<file path="config.mk">
export PLATFORM = sky130hd
export DESIGN_NAME = rxd_engine
export DESIGN_NICKNAME = d
export VERILOG_FILES = /design/src/common/rxd_pkg.sv /design/src/hw/rxd_desc_mem.sv /design/src/hw/rxd_engine.sv
export VERILOG_INCLUDE_DIRS = /design/src /design/src/common
export SDC_FILE = /design/constraint.sdc
export NUM_CORES = 1
export LEC_CHECK = 0
export ABC_AREA = 1
export BUFFER_PORTS_ARGS = -buffer_cell sky130_fd_sc_hd__clkbuf_2
export CELL_PAD_IN_SITES_DETAIL_PLACEMENT = 1
export CELL_PAD_IN_SITES_GLOBAL_PLACEMENT = 2
export CORE_MARGIN = 2
export CORE_UTILIZATION = 39
export DETAILED_ROUTE_END_ITERATION = 6
export PLACE_DENSITY = 0.83
export SETUP_SLACK_MARGIN = 0.15
export SLEW_MARGIN = 30
export SYNTH_ARGS = -nofsm -noshare
export SYNTH_HDL_FRONTEND = slang
export SYNTH_SLANG_ARGS = --single-unit
</file>
<file path="constraint.sdc">
create_clock -name clk_i -period 3.2 [get_ports clk_i]
set_input_delay 0.96 -clock clk_i [delete_from_list [all_inputs] [get_ports clk_i]]
set_output_delay 0.96 -clock clk_i [all_outputs]
set_load 0.02 [all_outputs]
</file>
<file path="src/common/rxd_cfg.svh">
// Purpose: Constants for the receive descriptor engine
// Assumes: 125 MHz system clock
// Notes:   Word indices count 32-bit words inside one descriptor
`ifndef RXD_CFG_SVH
`define RXD_CFG_SVH

// Descriptor word indices
`define RXD_W_STAT        3'h0
`define RXD_W_CTRL        3'h1
`define RXD_W_PTR1        3'h2
`define RXD_W_PTR2        3'h3
`define RXD_W_EXT         3'h4
`define RXD_W_RESV        3'h5
`define RXD_W_TSLO        3'h6
`define RXD_W_TSHI        3'h7

// Word 0 field positions
`define RXD_W0_OWN        31
`define RXD_W0_LAST       8
`define RXD_W0_TSV        7
`define RXD_W0_EXSV       0

// Word 1 field positions
`define RXD_W1_RING_END   15
`define RXD_W1_CHAIN      14
`define RXD_W1_SIZE1_MSB  12
`define RXD_W1_SIZE2_LSB  16
`define RXD_W1_SIZE2_MSB  28

// Word 4 header error bit
`define RXD_W4_HDR_ERR    3

// Descriptor stride in bytes, normal and enhanced layout
`define RXD_STRIDE_NORM   32'h0000_0010
`define RXD_STRIDE_ENH    32'h0000_0020

// Ether types and IP versions
`define RXD_ETYPE_IPV4    16'h0800
`define RXD_ETYPE_IPV6    16'h86dd
`define RXD_IPVER_4       4'h4
`define RXD_IPVER_6       4'h6

// Internal DMA event positions
`define RXD_EVT_DONE      0
`define RXD_EVT_UNAVAIL   4

// Internal reset duration
`define RXD_CLK_MHZ       125
`define RXD_SWR_TIME_NS   64
`define RXD_SWR_CYCLES    ((`RXD_SWR_TIME_NS * `RXD_CLK_MHZ + 999) / 1000)

`endif

</file>
<file path="src/common/rxd_pkg.sv">
// Purpose: Types for the receive descriptor engine
// Assumes: Nothing beyond the config header
// Notes:   One-hot state codes
package rxd_pkg;

  typedef enum logic [5:0] {
    st_reset = 6'h01,
    st_idle  = 6'h02,
    st_fetch = 6'h04,
    st_ready = 6'h08,
    st_wb    = 6'h10,
    st_next  = 6'h20
  } rxd_state_t;

  // Per-buffer frame status from the receive path
  typedef struct packed {
    logic        ts_en;
    logic        filt_pass;
    logic        snap_hit;
    logic [63:0] ts;
    logic        ptp_version_flag;
    logic        ptp_over_ethernet_flag;
    logic [3:0]  ptp_message_type_field;
    logic        ipv6_frame_flag;
    logic        ipv4_frame_flag;
    logic        checksum_bypassed_flag;
    logic        l4_cksum_bad;
    logic [15:0] ip_len;
    logic [15:0] pld_len;
    logic        ip_hdr_cksum_bad;
    logic [15:0] ether_type;
    logic [3:0]  ip_ver;
    logic        checksum_offload_enable;
    logic [2:0]  pld_type;
    logic [31:0] status0;
  } rxd_frame_t;

  // One descriptor write-back word
  typedef struct packed {
    logic        valid;
    logic [2:0]  idx;
    logic [31:0] data;
  } rxd_wb_t;

endpackage : rxd_pkg

</file>
<file path="src/hw/rxd_desc_mem.sv">
// Purpose: Local copy of the current receive descriptor
// Assumes: One write port, one read port, same clock
// Notes:   Read data is registered, one cycle latency
`timescale 1ns/1ps
module rxd_desc_mem #(
  parameter int DEPTH = 8,
  parameter int WIDTH = 32
) (
  input  wire logic                     clk_i,
  input  wire logic                     arst_n_i,
  input  wire logic                     we_i,
  input  wire logic [$clog2(DEPTH)-1:0] waddr_i,
  input  wire logic [WIDTH-1:0]         wdata_i,
  input  wire logic [$clog2(DEPTH)-1:0] raddr_i,
  output logic      [WIDTH-1:0]         rdata_o
);

  logic [WIDTH-1:0] mem_reg [DEPTH];

  // A one-word store would leave the address ports with no bits
  if (DEPTH < 2 || WIDTH < 1)
  begin : g_bad_param
    $error("rxd_desc_mem: unsupported size");
  end

  // Storage has no reset; only the read register does
  always_ff @(posedge clk_i)
  begin
    if (we_i)
    begin
      mem_reg[waddr_i] <= wdata_i;
    end
  end

  always_ff @(posedge clk_i or negedge arst_n_i)
  begin
    if (!arst_n_i)
    begin
      rdata_o <= '0;
    end
    else
    begin
      rdata_o <= mem_reg[raddr_i];
    end
  end

endmodule : rxd_desc_mem

</file>
<file path="src/hw/rxd_engine.sv">
// Purpose: Receive descriptor handling, reset, poll demand and interrupts
// Assumes: Fetch unit loads a descriptor into the local copy before desc_valid_i
`timescale 1ns/1ps
`include "rxd_cfg.svh"
module rxd_engine #(
  parameter int NUM_MAC_EVT = 4,
  parameter int NUM_DMA_EVT = 8,
  parameter int NUM_NORMAL  = 4
) (
  input  wire logic                   clk_i,
  input  wire logic                   arst_n_i,
  input  wire logic [31:0]            desc_base_i,
  input  wire logic                   descriptor_format_mode_i,
  input  wire logic                   sw_reset_req_i,
  output logic                        software_reset_bit_o,
  output logic                        fetch_req_o,
  output logic      [31:0]            fetch_addr_o,
  input  wire logic                   desc_load_i,
  input  wire logic [2:0]             desc_load_idx_i,
  input  wire logic [31:0]            desc_load_data_i,
  input  wire logic                   desc_valid_i,
  output logic                        store_en_o,
  output logic      [31:0]            store_addr_o,
  output logic                        buf2_en_o,
  output logic      [31:0]            buf2_addr_o,
  input  wire logic                   buf_full_i,
  input  wire logic                   frame_last_i,
  input  wire rxd_pkg::rxd_frame_t    frame_i,
  output rxd_pkg::rxd_wb_t            wb_o,
  input  wire logic                   wb_ready_i,
  output logic                        next_valid_o,
  output logic      [31:0]            next_addr_o,
  input  wire logic                   tx_poll_write_i,
  output logic                        tx_poll_demand_o,
  input  wire logic [NUM_MAC_EVT-1:0] mac_flags_i,
  input  wire logic [NUM_MAC_EVT-1:0] mac_mask_i,
  input  wire logic [NUM_DMA_EVT-1:0] dma_evt_i,
  input  wire logic [NUM_DMA_EVT-1:0] dma_en_i,
  input  wire logic [NUM_DMA_EVT-1:0] dma_clr_i,
  output logic      [NUM_DMA_EVT-1:0] dma_status_o,
  output logic                        normal_sum_o,
  output logic                        abnormal_sum_o,
  input  wire logic                   wake_evt_i,
  input  wire logic                   wake_mask_i,
  output logic                        irq_o,
  output logic                        wake_irq_o
);

  // Internal event slots must exist on both sides of the split
  if (NUM_DMA_EVT <= `RXD_EVT_UNAVAIL || NUM_NORMAL <= `RXD_EVT_DONE ||
      NUM_NORMAL > `RXD_EVT_UNAVAIL || NUM_MAC_EVT < 1)
  begin : g_bad_param
    $error("rxd_engine: unsupported event counts");
  end

  function automatic logic ip_frame(input rxd_pkg::rxd_frame_t f);
    ip_frame = f.ipv4_frame_flag | f.ipv6_frame_flag;
  endfunction : ip_frame

  rxd_pkg::rxd_state_t state_reg, state_next;
  rxd_pkg::rxd_frame_t frm_reg, frm_next;
  logic [2:0]  cnt_reg, cnt_next, wb_idx_reg, wb_idx_next;
  logic [31:0] w0_reg, w0_next, w1_reg, w1_next, w2_reg, w2_next, w3_reg, w3_next;
  logic [31:0] cur_reg, cur_next, next_addr_reg, next_addr_next, rdata;
  logic        last_reg, last_next, next_valid_reg, next_valid_next;
  logic        rx_done_pulse, unavail_pulse;
  logic        ts_ok, hdr_err, pld_err, rx_chain_flag, rx_ring_end_flag;
  logic [12:0] rx_buffer_one_size, rx_buffer_two_size;
  logic [7:0]  wb_mask;
  logic [31:0] wb_word [8];

  rxd_desc_mem #(.DEPTH(8), .WIDTH(32)) u_mem (
    .clk_i    (clk_i),
    .arst_n_i (arst_n_i),
    .we_i     (desc_load_i),
    .waddr_i  (desc_load_idx_i),
    .wdata_i  (desc_load_data_i),
    .raddr_i  (cnt_reg),
    .rdata_o  (rdata)
  );

  // Control word fields
  assign rx_ring_end_flag   = w1_reg[`RXD_W1_RING_END];
  assign rx_chain_flag      = w1_reg[`RXD_W1_CHAIN];
  assign rx_buffer_one_size = w1_reg[`RXD_W1_SIZE1_MSB:0];
  assign rx_buffer_two_size = w1_reg[`RXD_W1_SIZE2_MSB:`RXD_W1_SIZE2_LSB];

  // Buffer pointers offered while waiting for data
  // store gate
  assign store_en_o   = (state_reg == rxd_pkg::st_ready) && (rx_buffer_one_size != 13'h0);
  assign store_addr_o = w2_reg;
  assign buf2_en_o    = (state_reg == rxd_pkg::st_ready) && !rx_chain_flag &&
                        (rx_buffer_two_size != 13'h0);
  assign buf2_addr_o  = w3_reg;
  assign fetch_req_o  = (state_reg == rxd_pkg::st_idle);
  assign fetch_addr_o = cur_reg;
  assign next_valid_o = next_valid_reg;
  assign next_addr_o  = next_addr_reg;

  // Write-back words built from the captured frame status
  always_comb
  begin
    ts_ok   = frm_reg.ts_en & frm_reg.filt_pass & frm_reg.snap_hit & last_reg;
    hdr_err = frm_reg.ip_hdr_cksum_bad |
              ((frm_reg.ether_type == `RXD_ETYPE_IPV4) && (frm_reg.ip_ver != `RXD_IPVER_4)) |
              ((frm_reg.ether_type == `RXD_ETYPE_IPV6) && (frm_reg.ip_ver != `RXD_IPVER_6));
    // payload check, only meaningful for IP
    pld_err = ip_frame(frm_reg) &
              (frm_reg.l4_cksum_bad | (frm_reg.ip_len != frm_reg.pld_len));
    wb_word[`RXD_W_STAT] = frm_reg.status0;
    wb_word[`RXD_W_STAT][`RXD_W0_OWN]  = 1'b0;
    wb_word[`RXD_W_STAT][`RXD_W0_LAST] = last_reg;
    if (descriptor_format_mode_i)
    begin
      wb_word[`RXD_W_STAT][`RXD_W0_TSV]  = ts_ok;
      wb_word[`RXD_W_STAT][`RXD_W0_EXSV] = last_reg;
    end
    wb_word[`RXD_W_CTRL] = w1_reg;
    wb_word[`RXD_W_PTR1] = frm_reg.ts[31:0];
    wb_word[`RXD_W_PTR2] = frm_reg.ts[63:32];
    wb_word[`RXD_W_EXT]  = {18'h0, frm_reg.ptp_version_flag, frm_reg.ptp_over_ethernet_flag,
                            frm_reg.ptp_message_type_field, frm_reg.ipv6_frame_flag,
                            frm_reg.ipv4_frame_flag,
                            frm_reg.checksum_bypassed_flag & ip_frame(frm_reg),
                            pld_err, hdr_err,
                            (frm_reg.checksum_offload_enable && !hdr_err && last_reg) ?
                              frm_reg.pld_type : 3'h0};
    wb_word[`RXD_W_RESV] = 32'h0;
    wb_word[`RXD_W_TSLO] = frm_reg.ts[31:0];
    wb_word[`RXD_W_TSHI] = frm_reg.ts[63:32];
    // word 5 and word 1 never written
    wb_mask = 8'h01;
    wb_mask[`RXD_W_PTR1] = ts_ok & !descriptor_format_mode_i;
    wb_mask[`RXD_W_PTR2] = ts_ok & !descriptor_format_mode_i;
    wb_mask[`RXD_W_EXT]  = descriptor_format_mode_i & last_reg;
    wb_mask[`RXD_W_TSLO] = ts_ok & descriptor_format_mode_i;
    wb_mask[`RXD_W_TSHI] = ts_ok & descriptor_format_mode_i;
  end

  // Write-back port is a mux of stable registers
  assign wb_o.valid = (state_reg == rxd_pkg::st_wb) && wb_mask[wb_idx_reg];
  assign wb_o.idx   = wb_idx_reg;
  assign wb_o.data  = wb_word[wb_idx_reg];

  // Descriptor walk: fetch, wait for data, write back, advance
  always_comb
  begin
    state_next      = state_reg;
    cnt_next        = cnt_reg;
    w0_next         = w0_reg;
    w1_next         = w1_reg;
    w2_next         = w2_reg;
    w3_next         = w3_reg;
    frm_next        = frm_reg;
    last_next       = last_reg;
    wb_idx_next     = wb_idx_reg;
    cur_next        = cur_reg;
    next_addr_next  = next_addr_reg;
    next_valid_next = 1'b0;
    rx_done_pulse   = 1'b0;
    unavail_pulse   = 1'b0;
    if (software_reset_bit_o)
    begin
      // engine held while the internal reset runs
      state_next = rxd_pkg::st_reset;
      cur_next   = desc_base_i;
    end
    else
    begin
      unique case (state_reg)
        rxd_pkg::st_reset: state_next = rxd_pkg::st_idle;
        rxd_pkg::st_idle:
        begin
          if (desc_valid_i)
          begin
            state_next = rxd_pkg::st_fetch;
            cnt_next   = 3'h0;
          end
        end
        rxd_pkg::st_fetch:
        begin
          // Read data trails the address by one cycle
          cnt_next = cnt_reg + 3'h1;
          unique case (cnt_reg)
            3'h1:    w0_next = rdata;
            3'h2:    w1_next = rdata;
            3'h3:    w2_next = rdata;
            3'h4:    w3_next = rdata;
            default: ;
          endcase
          if (cnt_reg == 3'h4)
          begin
            // software owned descriptor stalls the walk
            if (w0_reg[`RXD_W0_OWN])
            begin
              state_next = rxd_pkg::st_ready;
            end
            else
            begin
              state_next    = rxd_pkg::st_idle;
              unavail_pulse = 1'b1;
            end
          end
        end
        rxd_pkg::st_ready:
        begin
          if (frame_last_i || buf_full_i)
          begin
            frm_next    = frame_i;
            last_next   = frame_last_i;
            wb_idx_next = 3'h0;
            state_next  = rxd_pkg::st_wb;
          end
        end
        rxd_pkg::st_wb:
        begin
          if (!wb_mask[wb_idx_reg] || wb_ready_i)
          begin
            wb_idx_next = wb_idx_reg + 3'h1;
            if (wb_idx_reg == 3'h7)
            begin
              state_next    = rxd_pkg::st_next;
              rx_done_pulse = last_reg;
            end
          end
        end
        rxd_pkg::st_next:
        begin
          // ring end wins over the link
          if (rx_ring_end_flag)
          begin
            next_addr_next = desc_base_i;
          end
          else if (rx_chain_flag)
          begin
            next_addr_next = w3_reg;
          end
          else
          begin
            next_addr_next = cur_reg + (descriptor_format_mode_i ?
                                        `RXD_STRIDE_ENH : `RXD_STRIDE_NORM);
          end
          cur_next        = next_addr_next;
          next_valid_next = 1'b1;
          state_next      = rxd_pkg::st_idle;
        end
      endcase
    end
  end

  always_ff @(posedge clk_i or negedge arst_n_i)
  begin
    if (!arst_n_i)
    begin
      state_reg      <= rxd_pkg::st_reset;
      cnt_reg        <= 3'h0;
      w0_reg         <= 32'h0;
      w1_reg         <= 32'h0;
      w2_reg         <= 32'h0;
      w3_reg         <= 32'h0;
      frm_reg        <= '0;
      last_reg       <= 1'b0;
      wb_idx_reg     <= 3'h0;
      cur_reg        <= 32'h0;
      next_addr_reg  <= 32'h0;
      next_valid_reg <= 1'b0;
    end
    else
    begin
      state_reg      <= state_next;
      cnt_reg        <= cnt_next;
      w0_reg         <= w0_next;
      w1_reg         <= w1_next;
      w2_reg         <= w2_next;
      w3_reg         <= w3_next;
      frm_reg        <= frm_next;
      last_reg       <= last_next;
      wb_idx_reg     <= wb_idx_next;
      cur_reg        <= cur_next;
      next_addr_reg  <= next_addr_next;
      next_valid_reg <= next_valid_next;
    end
  end

  // Sticky DMA events; a set in the clearing cycle survives
  logic [NUM_DMA_EVT-1:0] own_evt, stat_next;
  logic                   mac_irq, irq_next;
  always_comb
  begin
    own_evt                   = '0;
    own_evt[`RXD_EVT_DONE]    = rx_done_pulse;
    own_evt[`RXD_EVT_UNAVAIL] = unavail_pulse;
  end
  for (genvar i = 0; i < NUM_DMA_EVT; i++)
  begin : g_evt
    assign stat_next[i] = (dma_status_o[i] & ~dma_clr_i[i]) | dma_evt_i[i] | own_evt[i];
  end
  // summaries fall when events or enables are gone
  assign normal_sum_o   = |(dma_status_o[NUM_NORMAL-1:0] & dma_en_i[NUM_NORMAL-1:0]);
  assign abnormal_sum_o = |(dma_status_o[NUM_DMA_EVT-1:NUM_NORMAL] &
                            dma_en_i[NUM_DMA_EVT-1:NUM_NORMAL]);
  // mask bit high hides its flag
  assign mac_irq  = |(mac_flags_i & ~mac_mask_i);
  // unmasked wake also reaches the main line
  assign irq_next = mac_irq | normal_sum_o | abnormal_sum_o | (wake_evt_i & !wake_mask_i);

  always_ff @(posedge clk_i or negedge arst_n_i)
  begin
    if (!arst_n_i)
    begin
      dma_status_o <= '0;
      irq_o        <= 1'b0;
      wake_irq_o   <= 1'b0;
    end
    else
    begin
      dma_status_o <= stat_next;
      irq_o        <= irq_next;
      wake_irq_o   <= wake_evt_i;
    end
  end

  // Internal reset timer and poll demand
  logic [7:0] swr_cnt_reg, swr_cnt_next;
  logic       swr_next;
  always_comb
  begin
    swr_next     = software_reset_bit_o;
    swr_cnt_next = swr_cnt_reg;
    // set on request, clear after the timer
    if (sw_reset_req_i)
    begin
      swr_next     = 1'b1;
      swr_cnt_next = 8'h00;
    end
    else if (software_reset_bit_o)
    begin
      swr_cnt_next = swr_cnt_reg + 8'h01;
      if (swr_cnt_reg == 8'(`RXD_SWR_CYCLES - 1))
      begin
        swr_next = 1'b0;
      end
    end
  end

  always_ff @(posedge clk_i or negedge arst_n_i)
  begin
    if (!arst_n_i)
    begin
      software_reset_bit_o <= 1'b1;
      swr_cnt_reg          <= 8'h00;
      tx_poll_demand_o     <= 1'b0;
    end
    else
    begin
      software_reset_bit_o <= swr_next;
      swr_cnt_reg          <= swr_cnt_next;
      tx_poll_demand_o     <= tx_poll_write_i;
    end
  end

  // Checks on the walk, write-back and interrupt paths
  localparam int SWR_MAX = `RXD_SWR_CYCLES;
endmodule : rxd_engine

</file>
==> parameters.txt, run 1 <==
Parameter                              Value

Place
  Post-placement setup slack    -0.0237 ns
  Count of input and output buffers    456
  Placed wire-length estimate    63400 um
  Final estimated routing congestion in global placement    0.876

Die
  Area enclosed by the die boundary    72900 um2
  Core Box Area    70000 um2
  Height of the chip    270 um
  Placement row count    97
  Initial core utilization    0.394
  Overall die width    270 um
  I/O pins    459

Yosys
  Portion of synthesized cell area occupied by the leading cell type    0.353
  Average footprint of a synthesized cell    10.4 um2
  Share of synthesized cell area in full adder, half adder and majority cells    0.00526
  Fraction of registers with async set or reset after synthesis    0.604
  Post-Synthesis Cell Area    27600 um2
  Synthesis-stage register bit count    647
  Gate count after technology mapping    2657
  Post-synthesis net count    2945
  Count of synthesis-stage warnings from yosys    0
  Leading area contributor after synthesis    sky130_fd_sc_hd__dfrtp_1
  Share of the synthesized netlist area taken by xor and xnor gates    0.00286
  Fraction of the yosys area taken by sequential cells    0.633
  Synth Area in Simple Gates    0.148
  Main area contributors after synthesis    sky130_fd_sc_hd__dfrtp_1 (35%), sky130_fd_sc_hd__edfxtp_1 (28%), sky130_fd_sc_hd__nand2_1 (6.6%)
  Dominant combinational cell family by area after synthesis    simple AND/OR/NAND/NOR gates
  Primary FF master, synth    sky130_fd_sc_hd__dfrtp_1
  Number of unique standard cell types used by synthesis    46
  Number of synthesized flops with an enable pin    256
  Multiplexer fraction of the synthesized cell area    0.0639
  Compound-cell area share of the yosys netlist    0.103

Clocking
  Number of levels the H-tree was split into    3
  Number of buffers created by CTS    71
  Clock root buffer    sky130_fd_sc_hd__clkbuf_16
  Clk sink count    647
  Clock tree from TritonCTS    built
  Clock-pin slew on the worst setup and hold paths    0.06 ns
  Worst-case clock buffer depth    3
  Clock insertion delay at the later pin of the skew report    0.63 ns

Global route
  First-pass GRT wire length    142000 um
  Pin count of the biggest net entering global routing    132
  Vias in the first global route    23100
  Number of antenna violations at the first check in global routing    20
  Total routing usage reported by global routing    0.254
  Total congestion overflow after global routing    0

Worst setup path
  Worst Setup End Kind    output pin
  Capture point of the worst reg-to-reg path    fetch_addr_o[12]
  Critical path fanouts, max    8
  Worst path max stage delay    0.46 ns
  Cell type of the slowest stage on the worst timing path    sky130_fd_sc_hd__dfrtp_2
  Start of the worst register-to-register path    software_reset_bit_o
  Endpoint required time on the critical path    2.24 ns
  Type of the worst setup path    reg -> out
  Worst-case register-to-register setup slack    0.82 ns
  Worst reg2reg path depth    7
  Endpoint arrival time on the critical path    2.05 ns
  Worst setup SP type    register
  Ordered cell list for the critical path    nor2_4 -> buf_12 -> clkbuf_16 -> a221oi_1 -> nor2_1 -> clkbuf_2

Routing
  Pre-Repair DR Iteration Count    5
  Routed met1 length    38700 um
  DRC violations left    0
  Post-detailed-route count of antenna-violating nets    0
  Met3 layer wire length in the routed design    4120 um
  Initial detailed-routing violation count    1555
  Met2 wire length    47000 um
  DRT Wirelength    93400 um
  Vias    21500
  Top layer used by detailed routing    met5
  Ratio of routed vias to standard cells    5.23
  Average routed wire per standard cell    22.7 um

Power
  Combinational group share of total power    0.064
  Psw    4.30 mW
  Cell Pwr Density    543 nW/um2
  Switching part of the total power    0.235
  Clk pwr share    0.448
  Pleak    15.6 nW
  Internal cell power    14.0 mW
  Sequential group share of total power    0.488
  Maximum VDD drop    408 uV

Cells and area
  Fraction of layout instances using a drive strength above 1    0.257
  Area Growth Syn to Fin    22.1%
  Fill cell count    7885
  Layout Utilization    0.481
  FF+latch area    17500 um2
  Number of flip-flops in the largest register    256
  # nets final    3401
  Total area of multi-input combinational cells    9030 um2

Hold path
  Min-delay worst type    in -> async

Timing
  Unrepaired setup endpoints after global routing    yes
  Final critical-path setup slack    0.187 ns
  Slew headroom    0.424
  Worst clock skew on the final layout    0.0273 ns
  Crit path time final    3.01 ns
  Worst hold slack across all endpoints    0.301 ns
  Final critical-path share of the clock period    0.942
  Final-report hold violation count    0
  Highest achievable clock rate    0.332 GHz
  Final number of setup-violating endpoints    0
  Count of pins over their slew limit    0
  Worst-margin pin slew    0.864 ns

Run status
  Result of the run    completed

Job
  MaxCap Viol Count    0
what timing repair did:
action | in CTS | in global routing
cloned | 1 | 1
setup buffers | 7 | 3
endpoints found under the hold margin | 0 | 0
hold buffers | 0 | 0
endpoints found under the setup margin | 32 | 21
resized for setup | 32 | 34
pin swaps | 5 | 6
placed cells by master (no fill, tap or decap), types with 18 or more instances in the layout:
| cell | count |
|---|---|
| sky130_fd_sc_hd__nor2_1 | 426 |
| sky130_fd_sc_hd__mux2_2 | 90 |
| sky130_fd_sc_hd__edfxtp_1 | 256 |
| sky130_fd_sc_hd__dfrtp_1 | 384 |
| sky130_fd_sc_hd__nand3_1 | 67 |
| sky130_fd_sc_hd__buf_4 | 52 |
| sky130_fd_sc_hd__nand2_1 | 481 |
| sky130_fd_sc_hd__clkbuf_1 | 18 |
| sky130_fd_sc_hd__clkbuf_16 | 73 |
| sky130_fd_sc_hd__inv_1 | 156 |
| sky130_fd_sc_hd__a31oi_1 | 33 |
| sky130_fd_sc_hd__o21ai_0 | 329 |
| sky130_fd_sc_hd__o22ai_1 | 56 |
| sky130_fd_sc_hd__clkbuf_2 | 441 |
| sky130_fd_sc_hd__mux2_4 | 50 |
| sky130_fd_sc_hd__a21oi_1 | 41 |
worst max-delay path, delay by kind of cell, from the launching register on:
| kind | cells | cell delay (ns) |
|---|---|---|
| AOI/OAI and AO/OA | 1 | 0.35 |
| buffers and inverters | 3 | 0.47 |
| DFF | 1 | 0.46 |
| and+or+nand+nor | 2 | 0.16 |
Yosys cell counts, types with 43 or more instances:
master	count
sky130_fd_sc_hd__a21oi_1	43
sky130_fd_sc_hd__clkbuf_1	92
sky130_fd_sc_hd__dfrtp_1	389
sky130_fd_sc_hd__edfxtp_1	256
sky130_fd_sc_hd__inv_1	160
sky130_fd_sc_hd__mux2_2	90
sky130_fd_sc_hd__mux2_4	50
sky130_fd_sc_hd__nand2_1	484
sky130_fd_sc_hd__nand3_1	67
sky130_fd_sc_hd__nor2_1	439
sky130_fd_sc_hd__o21ai_0	333
sky130_fd_sc_hd__o22ai_1	56
routing by layer:
layer,up-vias,GRT usage
met5,-,0
met4,12,0.0978
li1,9899,-
met1,10900,0.319
met2,531,0.437
met3,176,0.0421
metrics by stage:
step / area, um2 / total power, mW / TNS [ns] / std cells
2_1_floorplan: 27600 / 9.53 / 0 / 2657
3_3_place_gp: 31000 / 10.2 / 0 / 3968
3_5_place_dp: 31100 / 10.2 / -0.0312 / 3968
4_1_cts: 33600 / 18.5 / 0 / 4102
5_1_grt: 33700 / 18.9 / 0 / 4120
6_report: 33700 / 18.3 / 0 / 4120
how the worst max path moves through the flow:
stage                                endpoint                startpoint  depth (start not counted)  slack [ns]
final                                wb_o[30]             wb_idx_reg[1]                          6        0.19
after global placement        next_addr_o[20]  descriptor_format_mode_i                         13        0.12
after detailed placement     fetch_addr_o[20]  descriptor_format_mode_i                         13       -0.02
after floorplan           u_mem.mem_reg[0][0]        desc_load_idx_i[0]                          3        0.32
after CTS                            wb_o[28]             wb_idx_reg[1]                          5        0.13
after global routing                  wb_o[0]             wb_idx_reg[0]                          6        0.10
cell families (layout without fill, tap and decap cells):
group	Yosys count	in the layout
AND/OR/NAND/NOR	1033	1033
flip-flops	647	647
AO/OA/AOI/OAI	517	517
buffers and inverters	300	809
multiplexers	140	140
adder cells (fa/ha/maj)	11	11
XOR/XNOR	9	9
other	0	14
cell type report:
type	count	share of cell area
flip-flops and latches	647	0.519
multi-input cells	1710	0.268
repair buffers	518	0.0897
clock buffers	106	0.0620
well taps	940	0.0349
inverters	165	0.0188
clock inverters	20	0.00698
diodes	14	0.00104
power by group through the flow:
stage,Combinational [mW],Sequential (mW),Clock [mW]
after global routing,1.30,8.94,8.68
after global placement,1.12,9.07,0
after detailed placement,1.16,9.08,0
after CTS,1.18,8.93,8.38
after floorplan,0.442,9.09,0
final,1.18,8.93,8.19
(Power assumes the default switching activity.)
==> inputs of run 2 (changes only) <==
--- a/config.mk
+++ b/config.mk
@@ -11,11 +11,12 @@
 export CELL_PAD_IN_SITES_DETAIL_PLACEMENT = 1
 export CELL_PAD_IN_SITES_GLOBAL_PLACEMENT = 2
 export CORE_MARGIN = 2
-export CORE_UTILIZATION = 39
+export CORE_UTILIZATION = 38
 export DETAILED_ROUTE_END_ITERATION = 6
-export PLACE_DENSITY = 0.83
+export PLACE_DENSITY = 0.82
 export SETUP_SLACK_MARGIN = 0.15
 export SLEW_MARGIN = 30
 export SYNTH_ARGS = -nofsm -noshare
 export SYNTH_HDL_FRONTEND = slang
+export SYNTH_HIERARCHICAL = 1
 export SYNTH_SLANG_ARGS = --single-unit
==> parameters.txt, run 2 <==
Parameter                              Value

Cells and area
  Commonest cells after routing, fill and taps aside    sky130_fd_sc_hd__nand2_1 (888), sky130_fd_sc_hd__clkbuf_2 (439), sky130_fd_sc_hd__inv_1 (413)
  # nets final    3788
  Area Growth Syn to Fin    21.6%
  Number of flip-flops in the largest register    256
  Cell area after layout    35700 um2
  Most common library cell in the layout ignoring fill and taps    sky130_fd_sc_hd__nand2_1
  Layout Utilization    0.469
  Count of non-filler cells in the finished layout    4602
  Fraction of layout instances using a drive strength above 1    0.237

Timing
  Worst clock skew on the final layout    0.0200 ns
  Final critical-path setup slack    0.170 ns
  Worst hold slack across all endpoints    0.312 ns
  Unrepaired setup endpoints after global routing    yes
  Count of pins over their slew limit    0
  Worst-margin pin slew    0.892 ns
  Crit path time final    3.03 ns
  Highest achievable clock rate    0.330 GHz
  Total negative setup slack    0 ns
  Final critical-path share of the clock period    0.947
  Final-report hold violation count    0
  Final number of setup-violating endpoints    0
  Slew headroom    0.405

Routing
  DRT Wirelength    103000 um
  Ratio of routed vias to standard cells    5.01
  Initial detailed-routing violation count    1347
  Post-detailed-route count of antenna-violating nets    0
  DRC violations left    0
  Vias    23100
  Average routed wire per standard cell    22.4 um
  Pre-Repair DR Iteration Count    5

Global route
  First-pass GRT wire length    153000 um
  Total congestion overflow after global routing    0
  Total routing usage reported by global routing    0.257
  Vias in the first global route    24700
  Pin count of the biggest net entering global routing    71
  Number of antenna violations at the first check in global routing    19

Clocking
  Clock tree from TritonCTS    built
  Number of levels the H-tree was split into    3
  Hold buffers post-CTS    0
  Number of buffers created by CTS    75
  Clock-pin slew on the worst setup and hold paths    0.06 ns
  Clk sink count    647
  Clock root buffer    sky130_fd_sc_hd__clkbuf_16
  Worst-case clock buffer depth    3
  Clock insertion delay at the later pin of the skew report    0.62 ns

Place
  Cell Count Post-Placement    4442
  Area of placed instances    32800 um2
  Count of input and output buffers    456
  Final estimated routing congestion in global placement    0.895
  Placed wire-length estimate    72700 um
  Post-placement setup slack    0.160 ns

Yosys
  Main area contributors after synthesis    sky130_fd_sc_hd__dfrtp_1 (33%), sky130_fd_sc_hd__edfxtp_1 (26%), sky130_fd_sc_hd__nand2_1 (11%)
  Gate count after technology mapping    3036
  Most common cell in the netlist    sky130_fd_sc_hd__nand2_1
  Number of unique standard cell types used by synthesis    43
  Synthesis-stage register bit count    647
  Portion of synthesized cell area occupied by the leading cell type    0.331
  Fraction of registers with async set or reset after synthesis    0.604
  Average footprint of a synthesized cell    9.68 um2
  Count of synthesis-stage warnings from yosys    6
  Post-Synthesis Cell Area    29400 um2
  Synth cell count leaders    sky130_fd_sc_hd__nand2_1 (894), sky130_fd_sc_hd__inv_1 (418), sky130_fd_sc_hd__dfrtp_1 (389)
  Number of synthesized flops with an enable pin    256
  Primary FF master, synth    sky130_fd_sc_hd__dfrtp_1
  Post-synthesis net count    3324
  Fraction of the yosys area taken by sequential cells    0.595
  Leading area contributor after synthesis    sky130_fd_sc_hd__dfrtp_1

Worst setup path
  Critical path fanouts, max    3
  Worst reg2reg path depth    7
  Start of the worst register-to-register path    software_reset_bit_o
  Type of the worst setup path    reg -> out
  Endpoint required time on the critical path    2.24 ns
  Worst-case register-to-register setup slack    0.66 ns
  Worst Setup End Kind    output pin
  Endpoint arrival time on the critical path    2.07 ns
  Capture point of the worst reg-to-reg path    fetch_addr_o[11]
  Worst setup SP type    register

Die
  Area enclosed by the die boundary    79500 um2
  Placement row count    101
  Height of the chip    282 um
  I/O pins    459
  Core Box Area    76200 um2
  Overall die width    282 um
  Initial core utilization    0.385

Power
  Cell Pwr Density    534 nW/um2
  Maximum VDD drop    385 uV
  Pleak    18.2 nW
  Power, Total    19.1 mW

Run status
  Result of the run    completed

Job
  MaxCap Viol Count    0

Hold path
  Min-delay worst type    in -> async
[run 2: layout make-up]
| type | instances | area [um2] |
|---|---|---|
| well taps | 1030 | 1290 |
| inverters | 422 | 1590 |
| repair buffers | 524 | 3120 |
| fillers | 8729 | 40500 |
| multi-input cells | 1830 | 9670 |
| clock buffers | 104 | 2110 |
| diodes | 11 | 27.5 |
| flip-flops and latches | 647 | 17500 |
| clock inverters | 34 | 439 |
[run 2: routing by layer]
layer,GRT usage,share of wire,up-vias
met3,0.0446,0.054,173
met4,0.0938,0.035,12
met2,0.452,0.50,586
met5,0,0.00076,-
met1,0.317,0.41,11600
li1,-,-,10700
[run 2: how the worst max path moves through the flow]
stage          slack, ns                     start  depth (start not counted)             endpoint
3_3_place_gp        0.20  descriptor_format_mode_i                         15     fetch_addr_o[26]
2_1_floorplan       0.32        desc_load_idx_i[0]                          3  u_mem/mem_reg[0][0]
4_1_cts             0.14             wb_idx_reg[1]                          9              wb_o[5]
5_1_grt             0.06               frm_reg[39]                          8              wb_o[0]
3_5_place_dp        0.16  descriptor_format_mode_i                         11     fetch_addr_o[12]
6_report            0.17               frm_reg[47]                          8              wb_o[0]
[run 2: logic make-up (layout without fill, tap and decap cells)]
family,count (synthesis),in the layout,share of synthesized area
other,0,11,0
buffers and inverters,559,1084,0.0809
XOR/XNOR,12,12,0.00358
AND/OR/NAND/NOR,1341,1341,0.185
multiplexers,146,146,0.0713
adder cells (fa/ha/maj),11,11,0.00494
flip-flops,647,647,0.595
AO/OA/AOI/OAI,320,320,0.0597
[run 2: critical path, stage by stage (launching register included)]
cell,delay (ns)
sky130_fd_sc_hd__dfrtp_1,0.41
sky130_fd_sc_hd__or2_4,0.24
sky130_fd_sc_hd__nor3_2,0.17
sky130_fd_sc_hd__nand3b_1,0.12
sky130_fd_sc_hd__nand2_2,0.08
sky130_fd_sc_hd__nor2_1,0.06
sky130_fd_sc_hd__nand4_1,0.11
sky130_fd_sc_hd__nand2_2,0.09
sky130_fd_sc_hd__clkbuf_8,0.17
[run 2: report_power, final]
group | total (mW) | internal (mW) | switching (mW)
clock network | 8.84 | 5.35 | 3.49
registers | 8.93 | 8.83 | 0.101
logic | 1.30 | 0.408 | 0.893
total | 19.1 | 14.6 | 4.48
[run 2: timing repair]
action / 4_1_cts / 5_1_grt
pin swaps: 5 / 12
gates cloned: 1 / 0
setup endpoints to repair: 33 / 23
hold endpoints to repair: 0 / 0
resized for setup: 34 / 57
setup buffers: 7 / 3
==> inputs of run 3 (changes only) <==
--- a/config.mk
+++ b/config.mk
@@ -11,9 +11,9 @@
 export CELL_PAD_IN_SITES_DETAIL_PLACEMENT = 1
 export CELL_PAD_IN_SITES_GLOBAL_PLACEMENT = 2
 export CORE_MARGIN = 2
-export CORE_UTILIZATION = 38
+export CORE_UTILIZATION = 36
 export DETAILED_ROUTE_END_ITERATION = 6
-export PLACE_DENSITY = 0.82
+export PLACE_DENSITY = 0.79
 export SETUP_SLACK_MARGIN = 0.15
 export SLEW_MARGIN = 30
 export SYNTH_ARGS = -nofsm -noshare
==> constraint.sdc (replaced) <==
create_clock -name clk_i -period 2.9 [get_ports clk_i]
set_input_delay 0.87 -clock clk_i [delete_from_list [all_inputs] [get_ports clk_i]]
set_output_delay 0.87 -clock clk_i [all_outputs]
set_load 0.02 [all_outputs]
==> parameters.txt, run 3 (same netlist as run 2, synthesis figures left out) <==
Parameter                              Value

Run status
  Result of the run    finished, violations left
  Failing checks    setup timing

Worst setup path
  Number of buffer and inverter stages on the critical path    4
  Worst setup SP type    register
  Ordered cell list for the critical path    buf_12 -> nor2_4 -> nand2_4 -> clkinvlp_4 -> buf_6 -> nand4_1 -> nand2_1 -> clkbuf_8
  Worst path max stage delay    0.47 ns
  Cell type of the slowest stage on the worst timing path    sky130_fd_sc_hd__dfrtp_2
  Number of stages on the worst setup path    8
  CP delay by family, top    buffers and inverters
  Endpoint arrival time on the critical path    2.10 ns
  Critical path fanouts, max    5
  Endpoint required time on the critical path    2.03 ns
  Worst reg2reg path depth    5
  Type of the worst setup path    reg -> out
  Worst Setup End Kind    output pin

Cells and area
  Layout Utilization    0.463
  Count of non-filler cells in the finished layout    4684
  Commonest cells after routing, fill and taps aside    sky130_fd_sc_hd__nand2_1 (885), sky130_fd_sc_hd__clkbuf_2 (420), sky130_fd_sc_hd__inv_1 (410)
  Number of flip-flops in the largest register    256
  Fraction of layout instances using a drive strength above 1    0.272
  Area Growth Syn to Fin    27.3%
  # nets final    3837
  Cell area after layout    37400 um2
  Most common library cell in the layout ignoring fill and taps    sky130_fd_sc_hd__nand2_1

Place
  Count of input and output buffers    456
  Placed wire-length estimate    68100 um
  Area of placed instances    33100 um2
  Cell Count Post-Placement    4482
  Final estimated routing congestion in global placement    0.866

Timing
  Slew headroom    0.383
  Worst-margin pin slew    0.926 ns
  Final number of setup-violating endpoints    10
  Unrepaired setup endpoints after global routing    yes
  Crit path time final    2.97 ns
  Final critical-path share of the clock period    1.02
  Highest achievable clock rate    0.337 GHz
  Total negative setup slack    -0.223 ns
  Count of pins over their slew limit    0
  Final critical-path setup slack    -0.0701 ns
  Worst clock skew on the final layout    0.0379 ns
  Final-report hold violation count    0

Clocking
  Clock root buffer    sky130_fd_sc_hd__clkbuf_16
  Clock tree from TritonCTS    built
  Clock insertion delay at the later pin of the skew report    0.63 ns
  Clk sink count    647
  Worst-case clock buffer depth    3
  Number of levels the H-tree was split into    3
  Clock-pin slew on the worst setup and hold paths    0.06 ns
  Number of buffers created by CTS    75

Die
  Area enclosed by the die boundary    83900 um2
  Initial core utilization    0.364
  Placement row count    104
  Height of the chip    290 um
  I/O pins    459
  Overall die width    290 um
  Core Box Area    80700 um2

Routing
  Initial detailed-routing violation count    1168
  Pre-Repair DR Iteration Count    5
  Post-detailed-route count of antenna-violating nets    0
  Ratio of routed vias to standard cells    4.88
  Average routed wire per standard cell    21.9 um
  Vias    22800
  DRC violations left    0
  DRT Wirelength    103000 um

Global route
  Number of antenna violations at the first check in global routing    21
  Total routing usage reported by global routing    0.241
  Pin count of the biggest net entering global routing    131
  Total congestion overflow after global routing    0
  First-pass GRT wire length    151000 um
  Vias in the first global route    23900

Hold path
  Min-delay worst type    in -> async

Power
  Maximum VDD drop    461 uV
  Cell Pwr Density    574 nW/um2
  Pleak    18.8 nW
  Power, Total    21.4 mW

Job
  MaxCap Viol Count    0
[run 3: cell count changes in the layout (fill, tap and decap cells not counted), sizes merged]
cell | previous run | this run
buf | 82 | 139
clkbuf | 545 | 539
clkinv | 21 | 23
diode | 11 | 13
bufbuf | 1 | 0
clkinvlp | 4 | 3
inv | 422 | 421
[run 3: worst register-to-register path, delay by kind of cell, from the launching register on]
family                 cells  cell delay, ns
AO/OA/AOI/OAI              1            0.14
flip-flops                 1            0.79
buffers and inverters      2            0.92
AND/OR/NAND/NOR            2            0.39
[run 3: metal layers]
| metal | share of wire | wire, um | track usage |
|---|---|---|---|
| met1 | 0.43 | 43900 | 0.306 |
| met2 | 0.49 | 50800 | 0.413 |
| met3 | 0.045 | 4640 | 0.0419 |
| met4 | 0.032 | 3290 | 0.0845 |
| met5 | 0.00090 | 92 | 0 |
[run 3: through the flow]
stage               setup WS, ns  hold WS (ns)
finish                   -0.0701         0.199
global route              -0.133         0.212
CTS                      -0.0648         0.195
detailed placement        0.0554         0.469
global placement          0.0898         0.465
floorplan                  0.113         0.435
[run 3: timing repair]
action | 4_1_cts | 5_1_grt
gates resized for setup | 197 | 130
cloned | 11 | 3
pin swaps | 39 | 41
buffers inserted | 25 | 11
setup endpoints to repair | 34 | 36
hold buffers | 0 | 0
[run 3: area by class of cell]
| class | count | area (um2) |
|---|---|---|
| antenna | 13 | 32.5 |
| clock inverter | 33 | 432 |
| tap | 1060 | 1330 |
| fill | 9099 | 43300 |
| inverter | 422 | 1600 |
| clock buffer | 106 | 2160 |
| sequential | 647 | 17500 |
| timing repair inverter | 1 | 3.75 |
| multi-input combinational | 1830 | 10200 |
| timing repair buffer | 572 | 4130 |
[run 3: report_power, final]
part           total [mW]  internal, mW  switching (mW)
Combinational        1.61         0.578            1.03
Clock                9.98          6.03            3.95
Sequential           9.85          9.74           0.109
[run 3: worst paths after layout]
| check | from | endpoint | slack [ns] |
|---|---|---|---|
| worst max-delay path | wb_idx_reg[0] | wb_o[0] | -0.07 |
| worst min-delay path | arst_n_i | frm_reg[53] | 0.20 |
| worst max register to register | software_reset_bit_o | w1_reg[27] | 0.56 |
| worst min register to register | next_addr_o[2] | next_addr_o[2] | 0.48 |
| max in group asynchronous | arst_n_i | software_reset_bit_o | 1.84 |
| min in group clk_i | tx_poll_write_i | tx_poll_demand_o | 0.37 |
